===== src/verilog/rsl_pkg.sv =====
// Constants and types shared by the reset strap latch and its serializer.
// Assumes one 100 MHz core clock and a synchronous active-low reset.
// Operation
// - Sample strap lines while reset is active.
// - Latched high enables, low disables option.
// - Rate strap: 100, 66 test, reserved, 133.
// - Latched straps readable at status offset 0x88.
// - Range strap picks low or high threshold.
// - Length strap: short, close, far, farthest.
// - Straps form the post-reset parameter stream.
`default_nettype none
package rsl_pkg;
    // ****************************************
    // Register map
    // ****************************************
    localparam logic [7:0] RSL_STATUS_OFFSET = 8'h88;
    localparam logic [31:0] RSL_STATUS_RESET = 32'h0000_0000;
    // Field positions inside the status word
    localparam int RSL_RATE_LSB = 30;
    localparam int RSL_PLL_BIT = 29;
    localparam int RSL_RANGE_BIT = 28;
    localparam int RSL_LEN_LSB = 26;
    // Unused value for the latched strap bits [31:26]; the strap register has no reset
    localparam logic [5:0] RSL_STRAP_RESET = 6'h00;

    // ****************************************
    // Stream timing
    // ****************************************
    localparam int RSL_CLK_PERIOD_NS = 10;
    localparam int RSL_STREAM_BIT_NS = 100;
    localparam int RSL_BIT_CYCLES = RSL_STREAM_BIT_NS / RSL_CLK_PERIOD_NS;
    localparam int RSL_STREAM_BITS = 8;

    // ****************************************
    // Decoded strap types
    // ****************************************
    typedef enum logic [1:0] {
        RSL_RATE_100 = 2'b00,
        RSL_RATE_66 = 2'b01,
        RSL_RATE_RSVD = 2'b10,
        RSL_RATE_133 = 2'b11
    } rsl_rate_t;

    typedef enum logic [1:0] {
        RSL_LEN_SHORT = 2'b00,
        RSL_LEN_CLOSE = 2'b01,
        RSL_LEN_FAR = 2'b10,
        RSL_LEN_FARTHEST = 2'b11
    } rsl_len_t;

    // Packs the decoded straps into the parameter stream word
    function automatic logic [7:0] rsl_stream_word(
        input rsl_rate_t rate,
        input logic pll_run,
        input logic range_hi,
        input rsl_len_t len
    );
        rsl_stream_word = {rate, pll_run, range_hi, len, 2'b00};
    endfunction
endpackage
`default_nettype wire


===== src/verilog/rsl_cfg_if.sv =====
// Carries latched strap settings from the latch to the serializer.
// Assumes both ends share the core clock.
`default_nettype none
interface rsl_cfg_if;
    import rsl_pkg::*;
    rsl_rate_t rate;
    logic pll_run;
    logic range_hi;
    rsl_len_t len;
    logic go;
    modport src (output rate, pll_run, range_hi, len, go);
    modport dst (input rate, pll_run, range_hi, len, go);
endinterface
`default_nettype wire


===== src/verilog/rsl_stream.sv =====
// Serializes the latched straps into the parameter stream after reset.
// Assumes go pulses once, one cycle after reset release.
`default_nettype none
module rsl_stream (
    input wire logic clk,
    input wire logic rst_n,
    rsl_cfg_if.dst cfg,
    output logic init_param_stream,
    output logic init_param_valid,
    output logic init_param_done
);
    import rsl_pkg::*;

    // ****************************************
    // Shift state
    // ****************************************
    typedef enum logic [1:0] {
        RSL_ST_IDLE = 2'b00,
        RSL_ST_SHIFT = 2'b01,
        RSL_ST_DONE = 2'b10
    } rsl_state_t;

    rsl_state_t state_q, state_d;
    logic [7:0] word_q, word_d;
    logic [3:0] div_q, div_d;
    logic [3:0] bits_q, bits_d;
    logic tick;

    // Bit-rate enable from the divider
    assign tick = (div_q == 4'(RSL_BIT_CYCLES - 1));

    // Next state of the shifter
    always_comb begin
        state_d = state_q;
        word_d = word_q;
        div_d = div_q;
        bits_d = bits_q;
        unique case (state_q)
            RSL_ST_IDLE: begin
                if (cfg.go) begin
                    word_d = rsl_stream_word(cfg.rate, cfg.pll_run,
                        cfg.range_hi, cfg.len);
                    div_d = 4'h0;
                    bits_d = 4'h0;
                    state_d = RSL_ST_SHIFT;
                end
            end
            RSL_ST_SHIFT: begin
                div_d = tick ? 4'h0 : div_q + 4'h1;
                if (tick) begin
                    word_d = {word_q[6:0], 1'b0};
                    bits_d = bits_q + 4'h1;
                    if (bits_q == 4'(RSL_STREAM_BITS - 1)) begin
                        state_d = RSL_ST_DONE;
                    end
                end
            end
            RSL_ST_DONE: begin
                state_d = RSL_ST_DONE;
            end
            default: begin
                state_d = RSL_ST_IDLE;
            end
        endcase
    end

    // Registers of the shifter
    always_ff @(posedge clk) begin
        if (!rst_n) begin
            state_q <= RSL_ST_IDLE;
            word_q <= 8'h00;
            div_q <= 4'h0;
            bits_q <= 4'h0;
        end else begin
            state_q <= state_d;
            word_q <= word_d;
            div_q <= div_d;
            bits_q <= bits_d;
        end
    end

    assign init_param_stream = word_q[7];
    assign init_param_valid = (state_q == RSL_ST_SHIFT);
    assign init_param_done = (state_q == RSL_ST_DONE);
endmodule
`default_nettype wire


===== src/verilog/rsl_top.sv =====
// Reset strap latch: captures board straps on the shared address/data
// lines during reset, decodes them and shows them in a status register.
// Assumes strap resistors hold the lines steady while reset is low.
`default_nettype none
module rsl_top (
    input wire logic clk,
    input wire logic rst_n,
    input wire logic [31:26] pci_ad,
    input wire logic cfg_sel,
    input wire logic cfg_rd,
    input wire logic [7:0] cfg_addr,
    output logic [31:0] cfg_rdata,
    output logic cfg_rvalid,
    output rsl_pkg::rsl_rate_t bus_clock_rate_strap,
    output logic bus_clock_rate_reserved,
    output logic pll_run_strap,
    output logic clock_receiver_range_strap,
    output rsl_pkg::rsl_len_t bus_length_strap,
    output logic init_param_stream,
    output logic init_param_valid,
    output logic init_param_done
);
    import rsl_pkg::*;

    // ****************************************
    // Strap capture
    // ****************************************
    logic [5:0] strap_q, strap_d;
    logic rel_q, rel_d;
    logic go_q, go_d;
    logic [31:0] rdata_q, rdata_d;
    logic rvalid_q, rvalid_d;
    logic [31:0] status;
    logic hit;

    // Follow the lines during reset, freeze from release onward
    always_comb begin
        strap_d = rst_n ? strap_q : pci_ad;
        rel_d = 1'b1;
        go_d = !rel_q;
    end

    // Strap register has no reset value: reset time is when it samples
    // the pins. Release and start flags clear in reset.
    always_ff @(posedge clk) begin
        strap_q <= strap_d;
        if (!rst_n) begin
            rel_q <= 1'b0;
            go_q <= 1'b0;
        end else begin
            rel_q <= rel_d;
            go_q <= go_d;
        end
    end

    // ****************************************
    // Decode
    // ****************************************
    // Rate and length keep their own codes, single bits are enables.
    // Reserved rate code is flagged, not remapped, so firmware sees
    // exactly what the board strapped.
    assign bus_clock_rate_strap =
        rsl_rate_t'(strap_q[RSL_RATE_LSB - 26 +: 2]);
    assign bus_clock_rate_reserved =
        (bus_clock_rate_strap == RSL_RATE_RSVD);
    assign pll_run_strap = strap_q[RSL_PLL_BIT - 26];
    assign clock_receiver_range_strap =
        strap_q[RSL_RANGE_BIT - 26];
    assign bus_length_strap =
        rsl_len_t'(strap_q[RSL_LEN_LSB - 26 +: 2]);

    // ****************************************
    // Status register read port
    // ****************************************
    // Status word mirrors strap positions, other bits read zero
    always_comb begin
        status = RSL_STATUS_RESET;
        status[31:26] = strap_q;
    end

    assign hit = cfg_sel && (cfg_addr == RSL_STATUS_OFFSET);

    // Answer one cycle after the read, zero for other offsets
    always_comb begin
        rvalid_d = cfg_rd;
        rdata_d = rdata_q;
        if (cfg_rd) begin
            rdata_d = hit ? status : 32'h0000_0000;
        end
    end

    // Read data registers
    always_ff @(posedge clk) begin
        if (!rst_n) begin
            rdata_q <= 32'h0000_0000;
            rvalid_q <= 1'b0;
        end else begin
            rdata_q <= rdata_d;
            rvalid_q <= rvalid_d;
        end
    end

    assign cfg_rdata = rdata_q;
    assign cfg_rvalid = rvalid_q;

    // ****************************************
    // Parameter stream
    // ****************************************
    rsl_cfg_if cfg_link ();

    // Hand latched settings to the serializer, start once per reset
    assign cfg_link.rate = bus_clock_rate_strap;
    assign cfg_link.pll_run = pll_run_strap;
    assign cfg_link.range_hi = clock_receiver_range_strap;
    assign cfg_link.len = bus_length_strap;
    assign cfg_link.go = go_q;

    rsl_stream u_stream (
        .clk(clk),
        .rst_n(rst_n),
        .cfg(cfg_link),
        .init_param_stream(init_param_stream),
        .init_param_valid(init_param_valid),
        .init_param_done(init_param_done)
    );
endmodule
`default_nettype wire

===== config.mk =====
export PLATFORM = sky130hd
export DESIGN_NAME = rsl_top
export DESIGN_NICKNAME = d
export VERILOG_FILES = /design/src/verilog/rsl_pkg.sv /design/src/verilog/rsl_cfg_if.sv /design/src/verilog/rsl_stream.sv /design/src/verilog/rsl_top.sv
export SDC_FILE = /design/constraint.sdc
export NUM_CORES = 1
export LEC_CHECK = 0
export BUFFER_PORTS_ARGS = -buffer_cell sky130_fd_sc_hd__buf_2
export CAP_MARGIN = 20
export CORE_ASPECT_RATIO = 0.7
export CORE_MARGIN = 2
export CORE_UTILIZATION = 49
export DETAILED_ROUTE_END_ITERATION = 7
export PLACE_DENSITY = 0.81
export SLEW_MARGIN = 20
export SYNTH_ARGS = -nofsm -noshare
export SYNTH_HDL_FRONTEND = slang
export SYNTH_SLANG_ARGS = --single-unit

===== constraint.sdc =====
create_clock -name clk -period 2.4 [get_ports clk]
set_input_delay 0.36 -clock clk [delete_from_list [all_inputs] [get_ports clk]]
set_output_delay 0.36 -clock clk [all_outputs]
set_load 0.01 [all_outputs]

==> out/summary.txt <==
Hold Crit Class - input pin to flip-flop
Synth area leader - dfxtp_1
Power per cell area - 846 mW/mm2
Synth warn - 0
Critical Path Sink Type - flip-flop
Gate Count Post-Synth - 156
Post CTS Setup Buffer Count - 0
Switching power - 0.464 mW
Hold Crit Start - pci_ad[31]
Slew HR - 57.3%
Clock Tree Buf Depth - 2
WHS Path Cells - 1
Grt met2 use - 24.8%
Maximum net fanout on the critical path - 16
TritonCTS clock tree - built
Clock power share - 27.6%
Dpl cells - 220
Most used DFF post-synth - dfxtp_1
TritonRoute pass-1 iters - 4
Combinational Power Share - 27.3%
Initial detailed-routing violation count - 50
CTS Buf Count - 5
RSZ-0062 raised after global routing - no
Syn Area/Cell - 9.83 um2
CP peak stage delay - 0.40 ns
Core Rows - 16
Most common cell in the netlist - buf_4
Reg2reg end - u_stream.div_q[1]
Flop pwr share - 45.2%
Die height - 50.8 um
Post-DRT Antenna Nets - 0
Placeable Area - 0.00288 mm2
GR Util met3 - 5.42%
Max Cap Viol - 0
Placed inst area - 0.00161 mm2
Endpoints failing hold - 0
Worst hold endpoint - strap_q[5]
Antenna fix cells - 0
Slew Limit Fails - 0
Gr ovfl total - 0
RD Place Congestion - 0.717
GR Util All Layers - 16.1%
Die area - 0.00360 mm2
Ys async rst share - 0%
Final Power - 1.43 mW
Maximum vdd drop - 538 uV
Drt via density - 4.78
Synth top cells by count - 26 x buf_4, 25 x dfxtp_1, 17 x nor2_1
Final Instance Area - 0.00170 mm2
Final #Nets - 215
Worst hold slack - 0.248 ns
Crit-path cells - inv_1 -> ha_1 -> mux2_4 -> o21a_4 -> nand2b_4 -> a211oi_2
Critical Path RT - 2.60 ns
Slowest cell on the critical path - mux2_4
Non-Filler Instances - 228
Actual slew at the worst max-slew pin - 0.639 ns
Post-cts resize count - 0
GR Util met1 - 19.5%
Antenna violations before repair - 0
First-pass GRT wire length - 4280 um
Remaining DRCs - 0
Vias - 1089
Critical path launch point type - flip-flop
Max frequency - 554 MHz
Die width - 70.8 um
Int Pwr - 0.971 mW
Post-synth top area share - 32.7%
Synth cell types - 38
Post-DP HPWL - 2060 um
Clk_skew - 0.0107 ns
Largest net degree at the start of global routing - 20
Status - complete, no violations
Setup Crit Path Kind - flip-flop to flip-flop
Setup TNS after final layout - 0 ns
Initial Util - 53.2%
Routed WL per cell - 12.0 um
Final period util - 75.2%
Arrival time worst endpoint - 2.01 ns
Clk sinks - 31
Seq cells post-synth - 31
Boundary pin count - 61
Final setup fails - 0
Minimum clock period - 1.81 ns
CTS Root Cell - clkbuf_8
H-tree Lvls - 2
Worst R2R Setup Slack - 0.59 ns
Number of flops mapped to enable cells by yosys - 6
Post-Syn Area - 0.00153 mm2
Seq/Total Area, Yosys - 44.4%
Clk slew on worst S/H paths - 0.07 ns
Clock Latency Late Sink - 0.28 ns
Worst reg2reg path depth - 6
Vias in the first global route - 926
Hold-fix buffer count after cts - 0
P&R area growth vs syn - 10.7%
GRT busiest layer - met2
Layout cells sized above 1 - 24.0%
Area contributors post-synth - dfxtp_1 33%, buf_4 13%, edfxtp_1 12%
Reg-to-reg critical path startpoint - u_stream.state_q[1]
Switching share of power - 32.3%
Leak - 0.762 nW
Total Wirelength - 2740 um
IO buf count - 34
cells in the final DEF (no fill, tap or decap), types with 2 or more instances in the layout:
cell type,synthesis,layout
nand4_1,2,2
mux2i_1,7,7
xor2_1,2,2
inv_1,5,5
dfxtp_1,25,25
clkbuf_8,0,5
buf_2,1,34
nor2_1,17,17
nor2b_1,7,7
nor4b_1,2,2
ha_1,6,6
a21boi_0,2,2
a211oi_1,5,5
conb_1,1,26
nand2_1,12,12
a21oi_1,6,6
nand3_1,2,2
edfxtp_1,6,6
o21a_1,2,2
routing by layer:
metal  wire (um)  share of wire, %
met4          65               2.4
met3         147               5.4
met5           0                 0
met2        1270                46
met1        1260                46
state kept, by name, indices dropped and copies added (netlist names):
signal / cells
u_stream.bits_q: 4
strap_q: 6
u_stream.div_q: 4
rel_q: 1
u_stream.word_q: 6
cfg_rdata: 6
cfg_link.go: 1
u_stream.state_q: 2
cfg_rvalid: 1
how the worst max path moves through the flow:
stage               slack [ns]           startpoint            endpoint
CTS                       0.61  u_stream.state_q[1]   u_stream.div_q[1]
global route              0.46  u_stream.state_q[1]  u_stream.word_q[3]
detailed placement        0.62  u_stream.state_q[1]  u_stream.bits_q[3]
global placement          0.69  u_stream.state_q[1]  u_stream.bits_q[2]
floorplan                 0.79  u_stream.state_q[1]  u_stream.word_q[6]
finish                    0.59  u_stream.state_q[1]   u_stream.div_q[1]
layout make-up:
class | count | area [um2]
Fill cell | 262 | 1190
Multi-Input combinational cell | 114 | 697
Sequential cell | 31 | 681
Timing Repair Buffer | 34 | 170
Clock buffer | 6 | 72.6
Tap cell | 36 | 45.0
Inverter | 5 | 18.8
Clock inverter | 2 | 12.5
worst max-delay path: cells and delay by family, from the launching register on:
kind            cells  cell delay (ns)
compound gates      2             0.39
buf+inv             1             0.07
flops               1             0.35
simple gates        1             0.17
mux                 1             0.40
fa+ha+maj           1             0.36
through the flow:
stage               setup WS (ns)  util, %
floorplan                   0.790        -
global placement            0.685     55.9
detailed placement          0.622     55.9
CTS                         0.605     58.9
global route                0.455     58.9
finish                      0.595     58.9
cell families after synthesis:
| family | count (synthesis) | share of synthesized area [%] |
|---|---|---|
| fa+ha+maj | 6 | 4.90 |
| other cells | 1 | 0.245 |
| flops | 31 | 44.4 |
| simple gates | 50 | 16.7 |
| xor+xnor | 3 | 1.71 |
| mux | 9 | 6.29 |
| buf+inv | 36 | 16.2 |
| compound gates | 20 | 9.47 |
power groups by stage:
| stage | sequential, mW | clock (mW) | combinational, mW |
|---|---|---|---|
| 2_1_floorplan | 0.655 | 0 | 0.350 |
| 3_5_place_dp | 0.660 | 0 | 0.390 |
| 5_1_grt | 0.655 | 0.434 | 0.435 |
| 6_report | 0.648 | 0.396 | 0.391 |
| 3_3_place_gp | 0.657 | 0 | 0.381 |
| 4_1_cts | 0.649 | 0.401 | 0.392 |
Note: power is estimated with default switching activity, not from simulation.
